[src/cbu_map.svh]
/*
  Constants of the conditional branch unit: widths, instruction
  lengths, state counts and extra-state adders.
  Assumes it is included by bare name from the package and the module.
*/
`ifndef CBU_MAP_SVH
`define CBU_MAP_SVH

`define CBU_PC_W 24
`define CBU_OP_W 8
`define CBU_ST_W 4

// Base state counts and lengths of the flag-conditioned branches.
`define CBU_BIN_FLAG_NT 4'h2
`define CBU_BIN_FLAG_TK 4'h5
`define CBU_SRC_FLAG_NT 4'h1
`define CBU_SRC_FLAG_TK 4'h4
`define CBU_CARRY_NT 4'h1
`define CBU_CARRY_TK 4'h4
`define CBU_BIN_FLAG_LEN 3'h3
`define CBU_SRC_FLAG_LEN 3'h2
`define CBU_CARRY_LEN 3'h2
`define CBU_TAKEN_GAP 4'h3

// Extra states for I/O port and peripheral register operands and for odd internal targets.
`define CBU_N1_PORT 4'h1
`define CBU_N1_PERIPH 4'h2
`define CBU_N2_PORT 4'h2
`define CBU_N2_PERIPH 4'h3
`define CBU_ODD_EXTRA 4'h1

`endif

[src/cbu_pkg.sv]
/*
  Types of the conditional branch unit.
  Assumes cbu_map.svh is on the include path.
*/
`include "cbu_map.svh"

package cbu_pkg;

  // Branch conditions evaluated by the unit.
  typedef enum logic [4:0] {
    CBU_NONE = 5'h00,
    CBU_CARRY_SET = 5'h01,
    CBU_CARRY_CLEAR = 5'h02,
    CBU_EQUAL = 5'h03,
    CBU_NOT_EQUAL = 5'h04,
    CBU_UNS_GREATER = 5'h05,
    CBU_UNS_LESS_EQUAL = 5'h06,
    CBU_SGN_LESS = 5'h07,
    CBU_SGN_LESS_EQUAL = 5'h08,
    CBU_SGN_GREATER = 5'h09,
    CBU_SGN_GREATER_EQUAL = 5'h0a,
    CBU_BIT_SET = 5'h0b,
    CBU_BIT_CLEAR = 5'h0c,
    CBU_BIT_AND_CLEAR = 5'h0d,
    CBU_ACC_ZERO = 5'h0e,
    CBU_ACC_NONZERO = 5'h0f,
    CBU_COMPARE = 5'h10,
    CBU_DECREMENT = 5'h11
  } cbu_cond_t;

  // Kind of operand addressed, for the state adders.
  typedef enum logic [1:0] {
    CBU_OPND_PLAIN = 2'h0,
    CBU_OPND_PORT = 2'h1,
    CBU_OPND_PERIPH = 2'h2
  } cbu_opnd_t;

  // Which extra-state note applies to the instruction.
  typedef enum logic [1:0] {
    CBU_NOTE_NONE = 2'h0,
    CBU_NOTE_ONE = 2'h1,
    CBU_NOTE_TWO = 2'h2
  } cbu_note_t;

  // Status flags seen by the branch.
  typedef struct packed {
    logic carry_flag;
    logic zero;
    logic negative;
    logic overflow;
  } cbu_flags_t;

  // One branch request from the execution pipeline.
  typedef struct packed {
    cbu_cond_t cond;
    logic source_mode;
    logic internal_exec;
    logic [2:0] length;
    logic [`CBU_ST_W-1:0] base_not_taken;
    logic [`CBU_ST_W-1:0] base_taken;
    cbu_note_t note;
    cbu_opnd_t opnd;
    logic [`CBU_OP_W-1:0] rel;
  } cbu_req_t;

  // Result handed back to the pipeline.
  typedef struct packed {
    logic taken;
    logic [`CBU_PC_W-1:0] next_pc;
    logic [`CBU_ST_W-1:0] states;
    logic write_carry;
    logic carry_value;
    logic write_bit;
    logic write_opnd;
    logic [`CBU_OP_W-1:0] opnd_value;
  } cbu_resp_t;

endpackage

[src/cbu_branch_unit.sv]
/*
  Conditional branch unit: evaluates a branch condition, forms the next
  program counter, the state count and the side effects on carry, the
  tested bit and the decremented operand, one cycle after a request.
  Assumes the pipeline presents operands and flags with the request
  strobe and that only flag branches use the mode-based default counts.
*/
// Functional notes
// - Advance PC by length, then add displacement if the condition holds.
// - Each branch has a short not-taken and a longer taken state count.
// - Internal execution, taken to odd internal address: one extra state.
// - Unsigned greater, less-equal, equal, not equal, carry set and clear.
// - Signed less, less-equal, greater, greater-equal from sign and overflow.
// - Flag branches: binary 3 bytes 2/5 states; source 2 bytes 1/4; carry branches 2 bytes 1/4 in both modes.
// - Branch on bit set branches only when the bit reads one.
// - Branch on bit clear branches only when the bit reads zero.
// - Bit and clear: bit one clears it and branches, else nothing.
// - Compare sets carry when first below second; branches when unequal.
// - Decrement operand by one, branch when result is nonzero.
// - First note: plus one state for port, two for peripheral register.
// - Second note: plus two states for port, three for peripheral.
`include "cbu_map.svh"

module cbu_branch_unit #(
  parameter int PC_W = `CBU_PC_W,
  parameter int OP_W = `CBU_OP_W
) (
  // Clock and reset.
  input wire logic sys_clk,
  input wire logic reset_n,
  // Request from the pipeline.
  input wire logic req_valid,
  input wire cbu_pkg::cbu_req_t req,
  input wire logic [PC_W-1:0] pc,
  input wire cbu_pkg::cbu_flags_t flags,
  input wire logic [OP_W-1:0] acc,
  input wire logic [OP_W-1:0] opnd_a,
  input wire logic [OP_W-1:0] opnd_b,
  input wire logic test_bit,
  input wire logic dest_internal,
  // Result to the pipeline.
  output logic resp_valid,
  output cbu_pkg::cbu_resp_t resp
);

  logic cond_true;
  logic [OP_W-1:0] dec_value;
  logic [2:0] len_eff;
  logic [PC_W-1:0] pc_adv;
  logic [PC_W-1:0] pc_target;
  logic [`CBU_ST_W-1:0] nt_base;
  logic [`CBU_ST_W-1:0] tk_base;
  logic [`CBU_ST_W-1:0] note_add;
  logic [`CBU_ST_W-1:0] states_next;
  logic odd_extra;
  logic flag_form;

  // Decremented operand for decrement-and-branch.
  assign dec_value = opnd_a - {{(OP_W-1){1'b0}}, 1'b1};

  // Condition evaluation for every branch kind.
  always_comb begin
    case (req.cond)
      cbu_pkg::CBU_CARRY_SET: cond_true = flags.carry_flag;
      cbu_pkg::CBU_CARRY_CLEAR: cond_true = !flags.carry_flag;
      cbu_pkg::CBU_EQUAL: cond_true = flags.zero;
      cbu_pkg::CBU_NOT_EQUAL: cond_true = !flags.zero;
      cbu_pkg::CBU_UNS_GREATER: begin
        cond_true = !flags.carry_flag && !flags.zero;
      end
      cbu_pkg::CBU_UNS_LESS_EQUAL: begin
        cond_true = flags.carry_flag || flags.zero;
      end
      cbu_pkg::CBU_SGN_LESS: begin
        cond_true = flags.negative ^ flags.overflow;
      end
      cbu_pkg::CBU_SGN_LESS_EQUAL: begin
        cond_true = (flags.negative ^ flags.overflow) || flags.zero;
      end
      cbu_pkg::CBU_SGN_GREATER: begin
        cond_true = !(flags.negative ^ flags.overflow) && !flags.zero;
      end
      cbu_pkg::CBU_SGN_GREATER_EQUAL: begin
        cond_true = !(flags.negative ^ flags.overflow);
      end
      cbu_pkg::CBU_BIT_SET: cond_true = test_bit;
      cbu_pkg::CBU_BIT_CLEAR: cond_true = !test_bit;
      cbu_pkg::CBU_BIT_AND_CLEAR: cond_true = test_bit;
      cbu_pkg::CBU_ACC_ZERO: cond_true = (acc == '0);
      cbu_pkg::CBU_ACC_NONZERO: cond_true = (acc != '0);
      cbu_pkg::CBU_COMPARE: cond_true = (opnd_a != opnd_b);
      cbu_pkg::CBU_DECREMENT: cond_true = (dec_value != '0);
      default: cond_true = 1'b0;
    endcase
  end

  // Flag branches other than carry take their length and counts from the execution mode.
  assign flag_form = (req.cond >= cbu_pkg::CBU_CARRY_SET) &&
                     (req.cond <= cbu_pkg::CBU_SGN_GREATER_EQUAL);

  always_comb begin
    if (req.cond == cbu_pkg::CBU_CARRY_SET ||
        req.cond == cbu_pkg::CBU_CARRY_CLEAR) begin
      len_eff = `CBU_CARRY_LEN;
      nt_base = `CBU_CARRY_NT;
      tk_base = `CBU_CARRY_TK;
    end else if (flag_form && req.source_mode) begin
      len_eff = `CBU_SRC_FLAG_LEN;
      nt_base = `CBU_SRC_FLAG_NT;
      tk_base = `CBU_SRC_FLAG_TK;
    end else if (flag_form) begin
      len_eff = `CBU_BIN_FLAG_LEN;
      nt_base = `CBU_BIN_FLAG_NT;
      tk_base = `CBU_BIN_FLAG_TK;
    end else begin
      len_eff = req.length;
      nt_base = req.base_not_taken;
      tk_base = req.base_taken;
    end
  end

  // Advance first, then add the sign-extended displacement.
  assign pc_adv = pc + {{(PC_W-3){1'b0}}, len_eff};
  assign pc_target = pc_adv +
                     {{(PC_W-OP_W){req.rel[OP_W-1]}}, req.rel};

  // Extra states for port or peripheral operands.
  always_comb begin
    note_add = '0;
    case (req.note)
      cbu_pkg::CBU_NOTE_ONE: begin
        if (req.opnd == cbu_pkg::CBU_OPND_PORT) begin
          note_add = `CBU_N1_PORT;
        end else if (req.opnd == cbu_pkg::CBU_OPND_PERIPH) begin
          note_add = `CBU_N1_PERIPH;
        end
      end
      cbu_pkg::CBU_NOTE_TWO: begin
        if (req.opnd == cbu_pkg::CBU_OPND_PORT) begin
          note_add = `CBU_N2_PORT;
        end else if (req.opnd == cbu_pkg::CBU_OPND_PERIPH) begin
          note_add = `CBU_N2_PERIPH;
        end
      end
      default: note_add = '0;
    endcase
  end

  // Odd internal destination costs a state under internal execution.
  assign odd_extra = cond_true && req.internal_exec && dest_internal &&
                     pc_target[0];

  always_comb begin
    if (cond_true) begin
      states_next = tk_base + note_add +
                    (odd_extra ? `CBU_ODD_EXTRA : 4'h0);
    end else begin
      states_next = nt_base + note_add;
    end
  end

  // Valid strobe of the answer.
  always_ff @(posedge sys_clk or negedge reset_n) begin
    if (!reset_n) begin
      resp_valid <= 1'b0;
    end else begin
      resp_valid <= req_valid;
    end
  end

  // Answer contents, held until the next request.
  always_ff @(posedge sys_clk or negedge reset_n) begin
    if (!reset_n) begin
      resp <= '0;
    end else if (req_valid) begin
      resp.taken <= cond_true;
      resp.next_pc <= cond_true ? pc_target : pc_adv;
      resp.states <= states_next;
      resp.write_carry <= (req.cond == cbu_pkg::CBU_COMPARE);
      resp.carry_value <= (opnd_a < opnd_b);
      resp.write_bit <= (req.cond == cbu_pkg::CBU_BIT_AND_CLEAR) &&
                        test_bit;
      resp.write_opnd <= (req.cond == cbu_pkg::CBU_DECREMENT);
      resp.opnd_value <= dec_value;
    end
  end
endmodule

[config.mk]
export PLATFORM = sky130hd
export DESIGN_NAME = cbu_branch_unit
export DESIGN_NICKNAME = d
export VERILOG_FILES = /design/src/cbu_pkg.sv /design/src/cbu_branch_unit.sv
export VERILOG_INCLUDE_DIRS = /design/src /design/src/src
export SDC_FILE = /design/constraint.sdc
export NUM_CORES = 1
export LEC_CHECK = 0
export ABC_AREA = 0
export BUFFER_PORTS_ARGS = -buffer_cell sky130_fd_sc_hd__buf_4
export CORE_ASPECT_RATIO = 0.6
export CORE_UTILIZATION = 35
export DETAILED_ROUTE_END_ITERATION = 8
export GPL_TIMING_DRIVEN = 0
export PLACE_DENSITY = 0.69
export SETUP_SLACK_MARGIN = 0.15
export SLEW_MARGIN = 0
export SYNTH_ARGS = -nofsm -noshare
export SYNTH_HDL_FRONTEND = slang
export SYNTH_SLANG_ARGS = --single-unit
[constraint.sdc]
create_clock -name sys_clk -period 0.95 [get_ports sys_clk]
set_input_delay 0.0475 -clock sys_clk [delete_from_list [all_inputs] [get_ports sys_clk]]
set_output_delay 0.0475 -clock sys_clk [all_outputs]
set_load 0.05 [all_outputs]
---- Yosys cells after proc, flatten, opt, wreduce, memory -nomap -nowiden ----
Cells that the tools add are included.
operators by class
  add/sub/neg operators ................... 6
  order comparisons ....................... 3
  eq/ne operators ......................... 22
  multiplexer cells ....................... 18
  bitwise gates (word level) .............. 1
  reductions and logical operators ........ 19
operator list
  operator             number
  $eq 5x4->1 const B   8
  $mux 4               7
  $add 24x24->24       1
  $add 24x3->24        1
  $mux 24              1
  $eq 5x3->1 const B   4
  $pmux 1 s16          1
  $reduce_bool 8->1    2
  $eq 5x2->1 const B   2
  $eq 5x5->1 const B   2
  $mux 3               3
  $add 4x4->4          2
  $logic_and 1x1->1    8
  $logic_not 8->1      1
  $lt 8x8->1           1
  $mux 2               4
  $ne 8x8->1           1
  $pmux 4 s2           1
  $sub 8x1->8 const B  1
  $eq 5x1->1 const B   1
  $ge 5x1->1 const B   1
  $le 5x4->1 const B   1
  $add 4x1->4          1
  $eq 2x1->1 const B   2
  other kinds (6)      12
word-level totals
  bits in registers ....................... 42
  output and inout bits ................... 42

---- Logic depth before layout (Yosys ltp) ----
Gate-level depths: netlist (run 1).
  depth in word-level cells ............... 11
  mapped depth ............................ 24
  mapped depth without buffers ............ 23

---- Least setup slack after synthesis (run 1) ----
OpenSTA, ideal clock, no wires.
  path type ............................... input-to-reg
  start point ............................. input req[25] (netlist bit)
  end point ............................... register resp[39] (netlist bit)
  arrival ................................. 4.317 ns
  path slack .............................. -3.459 ns
  stages .................................. 22
  path through ............................ clkbuf_1 -> a21oi_1 -> nor2_1 -> or3_1 -> clkbuf_1 -> nand2b_1 -> inv_1 -> fa_1 -> nand2b_1 -> a21oi_1 -> nand3_1 -> nor2_1 -> nand4_1 -> xnor2_1 -> ha_1 -> a2111oi_0 -> o31ai_1 -> o21a_1 -> o41ai_2 -> xor2_1 -> o21a_1 -> o31ai_2
between the ends
  word-level cells in the longest chain between the ends .. 8
  elaborated cells between the ends (all ways) .. 30
RTL lines
  what                                         RTL line                                        source
  start, declared                              cbu_branch_unit.sv:33                           input wire cbu_pkg::cbu_req_t req,
  $ge 5x1->1 or $le 5x4->1 (tied branches)     cbu_branch_unit.sv:98, cbu_branch_unit.sv:99
  $logic_and 1x1->1                            cbu_branch_unit.sv:98                           assign flag_form = (req.cond >= cbu_pkg::CBU_CARRY_SET) &&
  $mux 3 or $logic_and 1x1->1 (tied branches)  cbu_branch_unit.sv:111, cbu_branch_unit.sv:107
  $mux 3                                       cbu_branch_unit.sv:107                          end else if (flag_form && req.source_mode) begin
  $mux 3                                       cbu_branch_unit.sv:102                          if (req.cond == cbu_pkg::CBU_CARRY_SET ||
  $add 24x3->24                                cbu_branch_unit.sv:123                          assign pc_adv = pc + {{(PC_W-3){1'b0}}, len_eff};
  $add 24x24->24                               cbu_branch_unit.sv:124                          assign pc_target = pc_adv +
  $mux 24 (*)                                  cbu_branch_unit.sv:177                          resp.next_pc <= cond_true ? pc_target : pc_adv;
  end, declared                                cbu_branch_unit.sv:43                           output cbu_pkg::cbu_resp_t resp
Mark *: on every way between the ends. The rest lies on a longest branch, timed or not.
A chain may end at the register's enable or synchronous reset.

---- Worst setup path after layout (run 1) ----
  start point ............................. input req[27] (netlist bit)
  end point ............................... register resp[39] (netlist bit)
The elaborated chain is that of the path after synthesis.

==> results of run 1 <==
## what timing repair did
item	CTS	global route
hold buffers	2	0
endpoints found under the setup margin	81	114
hold endpoints to repair	43	0
gates resized for setup	120	44
pin swaps	54	27
setup buffers	41	13
## sequential cells by signal (all words and copies together) (netlist names)
name        cells
resp_valid      1
resp           41
## power groups by stage
| stage | clock (mW) | combinational [mW] | sequential [mW] |
|---|---|---|---|
| floorplan | 0 | 2.00 | 3.19 |
| global placement | 0 | 4.27 | 2.26 |
| detailed placement | 0 | 4.34 | 2.27 |
| CTS | 2.03 | 5.15 | 2.29 |
| global route | 2.13 | 5.80 | 2.33 |
| finish | 2.00 | 5.46 | 2.31 |
## critical path, cell delays in order
cell and delay, ns:
buf_8 0.10, buf_8 0.12, a21oi_4 0.12, nor2_2 0.06, nor3_2 0.14, buf_4 0.15
nor2_2 0.04, nor2_1 0.09, ha_2 0.20, inv_2 0.04, fa_2 0.36, nand2b_4 0.17
a21boi_2 0.19, xor2_2 0.27, ha_4 0.27, o211ai_1 0.17, o21ai_2 0.12, o311a_1 0.34
o41a_1 0.51, o41ai_2 0.27, xor2_1 0.24, nor3_1 0.10, o31ai_2 0.21
## per-stage QoR
step	TNS (ns)	hold slack, ns	instance area (µm²)
floorplan	-62.63	-0.248	4850
global placement	-79.69	0.0805	6000
detailed placement	-81.37	0.0868	6000
CTS	-63.91	0.0899	7040
global route	-70.76	0.0919	7330
finish	-66.38	0.0912	7330
## cells by family after synthesis
family	count (synthesis)	synth area share, %
xor+xnor	50	9.81
buf+inv	55	4.76
compound gates	153	22.2
fa+ha+maj	50	14.9
flops	42	23.5
mux	15	3.50
simple gates	200	21.3
## cell type report
cell class	instances	area, µm²	share of cell area [%]
Clock buffer	6	129	1.76
Sequential cell	42	1060	14.5
Tap cell	165	206	2.82
Timing Repair Buffer	181	1650	22.5
Multi-Input combinational cell	468	3880	52.9
Inverter	35	160	2.18
Clock inverter	2	37.5	0.512
Buffer	20	203	2.76
## metal layers
metal	GRT usage (%)	vias to the layer above	routed length [µm]
met1	35.0	2388	7670
met5	0	-	0
li1	-	2407	-
met2	37.6	194	7130
met4	3.75	0	144
met3	5.51	18	1230
## cell usage after synthesis, types with 9 or more instances
master    count
nor2_1       71
a21oi_1      61
nand2_1      46
ha_1         45
dfrtp_1      42
inv_1        33
xnor2_1      26
xor2_1       24
nand3_1      18
clkbuf_1     13
o21a_1       12
o21ai_0      12
a21o_1       11
mux2i_1      10
nor3_1        9
## worst max path at each step
stage,startpoint,endpoint,cells past startpoint
6_report,req[27],resp[39]$_DFFE_PN0P_,23
3_3_place_gp,req[27],resp[39]$_DFFE_PN0P_,24
3_5_place_dp,req[27],resp[39]$_DFFE_PN0P_,24
4_1_cts,req[27],resp[39]$_DFFE_PN0P_,23
5_1_grt,req[27],resp[39]$_DFFE_PN0P_,25
2_1_floorplan,req[25],resp[33]$_DFFE_PN0P_,20
==> flow_summary.toml, run 1 <==
[global_route]
grtUsageTotal_pct = 24.3
grt_pass1_vias = 4768
antenna_found_initial = 0
gr-total-overflow = 0
grt_start_max_net_pins = 43
grt_pass1_wl_mm = 24.7

[logic_synthesis]
synth_flop_cell = "dfrtp_1"
async_flop_share_pct = 100
synth.distinct_cells = 61
ys_warn_count = 0
ys_top_cells_by_area = "dfrtp_1 (24%), ha_1 (13%), a21oi_1 (6.8%)"
synth_area_um2 = 4460
yosysSeqAreaShare_pct = 23.5
synthCells = 565
synth.avg_cell_area_um2 = 7.90
synth_top_area_cell = "dfrtp_1"
ys_ff_latch = 42
synth_top_area_share_pct = 23.5
synth_nets = 702
synth_enable_flop_cells = 0

[floorplan]
dieArea_um2 = 13200
dieWidth_um = 148
rows = 31
coreArea_um2 = 12300
die_h_um = 89.5
ios = 129
start_util_pct = 36.4

[setup_path]
endpoint_kind = "flop"
reg2regPathDepth = 3
critPathMaxFanout = 4
r2r-start = "resp[33]$_DFFE_PN0P_"
worstPathArrival_ns = 4.32
reg2reg_to = "resp[33]$_DFFE_PN0P_"
cp.required_ns = 1.15
startpoint_type = "input pin"
criticalPathCategory = "in2reg"
rrSetupSlack_ns = 0.13

[placed_design]
dp_slack_ns = -3.72
port_buffers = 125
placed_cells = 855
gp_congestion = 0.899
dpl.hpwl_mm = 11.7

[pwr]
pwr-share-seq_pct = 23.6
p_clk_share_pct = 20.5
p_int_mw = 5.74
p_comb_share_pct = 55.9
pwr_density_cell_nw_per_um2 = 1330
peakVddDrop_mv = 0.752
swShare_pct = 41.3
p_leak_nw = 3.28
p_switching_mw = 4.03
finalPower_mw = 9.77

[hold_path]
hp-class = "in2reg"
whs_path_depth = 4
min_from = "req[19]"
hold_path_end = "resp[15]$_DFFE_PN0P_"

[detailed_routing]
finalWirelength_mm = 16.2
vias_per_cell = 5.45
drt-wirelength-per-cell_um = 17.6
drtPass1Iterations = 5
drc = 0
ant_nets = 0
num_vias = 5007
drt_iter0_markers = 306

[job]
drv_cap = 0

[cells_and_area]
nFillCells = 1101
layout.nets = 890
utilization_pct = 59.8
layout_common_cells = "buf_4 (121), nor2_1 (64), a21oi_1 (51)"
fin_cells = 919
layout_commonest_cell = "buf_4"
drive_above_1_share_pct = 42.3
area_delta_synth_final_pct = 64.2
n_antenna_cell = 0

[clock_tree]
worstSkewPairLatency_ns = 0.29
numCtsBuffers = 5
cts_num_sinks = 42
clock-root-buffer = "clkbuf_16"
cts.clk_slew.worst_paths_ns = 0.06
cts_tree = "built"
htreeDepth = 2
clockBufferDepth = 2

[sta]
max_freq_mhz = 243
worst_slack_ns = -3.17
drv_slew = 0
worst_pin_slew_ns = 0.884
skew_ns = 0
finalSetupViolCount = 30
rsz0062_at_grt = "yes"
fin_crit_sh_pct = 434
slew-limit-headroom_pct = 40.4
min_period_ns = 4.12
hold_violations = 0

[status]
violations = "setup timing"
status = "finished with violations"
Power figures use the tool's default switching activity.
==> run 2, diff against run 1 <==
==> constraint.sdc (replaced) <==
create_clock -name sys_clk -period 5.1 [get_ports sys_clk]
set_input_delay 0.255 -clock sys_clk [delete_from_list [all_inputs] [get_ports sys_clk]]
set_output_delay 0.255 -clock sys_clk [all_outputs]
set_load 0.05 [all_outputs]
==> flow_summary.toml, run 2 (same netlist as run 1, synthesis figures left out) <==
[setup_path]
startpoint_type = "input pin"
critPathMaxFanout = 10
cp.required_ns = 5.30
criticalPathCategory = "in2reg"
endpoint_kind = "flop"
worstPathArrival_ns = 4.96

[placed_design]
gp_congestion = 0.921
placed_cells = 855
post_dp_cell_area_um2 = 5610
port_buffers = 125
dpl.hpwl_mm = 11.8

[floorplan]
coreArea_um2 = 12300
rows = 31
start_util_pct = 36.4
ios = 129
dieArea_um2 = 13200
dieWidth_um = 148
die_h_um = 89.5

[global_route]
grt_pass1_wl_mm = 22.5
grtUsageTotal_pct = 21.9
use_met2_pct = 33.6
busiest_layer = "met2"
globalRouteMet1Util_pct = 32.4
antenna_found_initial = 0
gr-total-overflow = 0
grt_start_max_net_pins = 43
use_met3_pct = 3.21
grt_pass1_vias = 4400

[sta]
fin_crit_sh_pct = 93.4
slew-limit-headroom_pct = 52.5
skew_ns = 0
rsz0062_at_grt = "no"
finalSetupViolCount = 0
worst_pin_slew_ns = 0.712
min_period_ns = 4.76
drv_slew = 0
max_freq_mhz = 210
hold_violations = 0

[clock_tree]
worstSkewPairLatency_ns = 0.28
clock-root-buffer = "clkbuf_16"
clockBufferDepth = 2
cts_tree = "built"
cts.clk_slew.worst_paths_ns = 0.06
cts_num_sinks = 42
htreeDepth = 2
numCtsBuffers = 5

[hold_path]
hp-class = "in2reg"

[cells_and_area]
fin_area_um2 = 5990
fin_cells = 871
area_delta_synth_final_pct = 34.2
utilization_pct = 48.9
layout_common_cells = "buf_4 (133), nor2_1 (70), a21oi_1 (58)"
nFillCells = 1197
drive_above_1_share_pct = 25.2
largestRegisters = "resp: 41 flops, resp_valid: 1 flops"
layout.area.seq_um2 = 1050
n_antenna_cell = 0
multi_input_area_um2 = 3340
largest_register_ffs = 41
regMostFlops = "resp"
layout.nets = 843
layout_commonest_cell = "buf_4"

[status]
status = "complete, no violations"

[detailed_routing]
drt_iter0_markers = 329
drc = 0
drtPass1Iterations = 5
num_vias = 4774
finalWirelength_mm = 15.2
vias_per_cell = 5.48
ant_nets = 0
drt-wirelength-per-cell_um = 17.5

[pwr]
pwr_density_cell_nw_per_um2 = 267
peakVddDrop_mv = 0.141
finalPower_mw = 1.60
p_leak_nw = 2.77

[job]
drv_cap = 0
-- run 2: power by group --
group / internal (mW) / leakage [nW] / switching, mW / total [mW]
Sequential: 0.383 / 0.488 / 0.0339 / 0.417
Combinational: 0.296 / 2.20 / 0.507 / 0.803
Clock: 0.242 / 0.0829 / 0.136 / 0.378
Total: 0.922 / 2.77 / 0.677 / 1.60
-- run 2: worst paths after layout --
| kind | slack [ns] | start | end | cells past startpoint |
|---|---|---|---|---|
| setup / recovery | 0.34 | req[27] | resp[39]$_DFFE_PN0P_ | 21 |
| hold / removal | 0.13 | req_valid | resp_valid$_DFF_PN0_ | 1 |
| setup reg to reg | 4.31 | resp[31]$_DFFE_PN0P_ | resp[31]$_DFFE_PN0P_ | 2 |
| hold reg to reg | 0.49 | resp[37]$_DFFE_PN0P_ | resp[37]$_DFFE_PN0P_ | 2 |
| max in group asynchronous | 4.20 | reset_n | resp[35]$_DFFE_PN0P_ | 2 |
| min in group asynchronous | 0.51 | reset_n | resp[40]$_DFFE_PN0P_ | 2 |
-- run 2: area by class of cell --
cell class / count / area share [%]
buffer: 20 / 1.42
clock buffer: 6 / 2.32
clock inverter: 1 / 0.501
inverter: 35 / 2.19
multi-input combinational: 468 / 55.8
sequential: 42 / 17.5
tap: 165 / 3.44
timing repair buffer: 134 / 16.8
-- run 2: routing by layer --
| layer | vias up | part of all wire [%] |
|---|---|---|
| met1 | 2271 | 49 |
| met4 | 0 | 1.2 |
| li1 | 2287 | - |
| met5 | - | 0 |
| met2 | 198 | 42 |
| met3 | 18 | 7.3 |
-- run 2: critical path: stages --
cell and delay (ns):
buf_4 0.12, buf_2 0.18, a21oi_2 0.14, nor2_1 0.08, or3_1 0.35, clkbuf_2 0.17, nand2b_1 0.13, inv_1 0.07
fa_1 0.44, nand2b_4 0.18, a21oi_4 0.26, buf_4 0.17, xor2_2 0.21, ha_4 0.26, and2_1 0.17, o311a_4 0.37
o41a_1 0.46, o41ai_4 0.40, xor2_1 0.14, o21a_1 0.20, o31ai_2 0.20
-- run 2: repair_timing --
item / CTS / global route
pin swaps: 2 / 12
buffers inserted: 0 / 8
endpoints found under the setup margin: 8 / 8
endpoints found under the hold margin: 12 / 0
hold buffers: 1 / 0
resized for setup: 7 / 25
-- run 2: metrics by stage --
stage | hold WS, ns | TNS [ns] | setup WS (ns)
after floorplan | -0.0406 | 0 | 0.484
after global placement | 0.292 | -1.61 | -0.658
after detailed placement | 0.298 | -3.12 | -0.572
after CTS | 0.132 | 0 | 0.161
after global routing | 0.133 | 0 | 0.117
final | 0.135 | 0 | 0.339
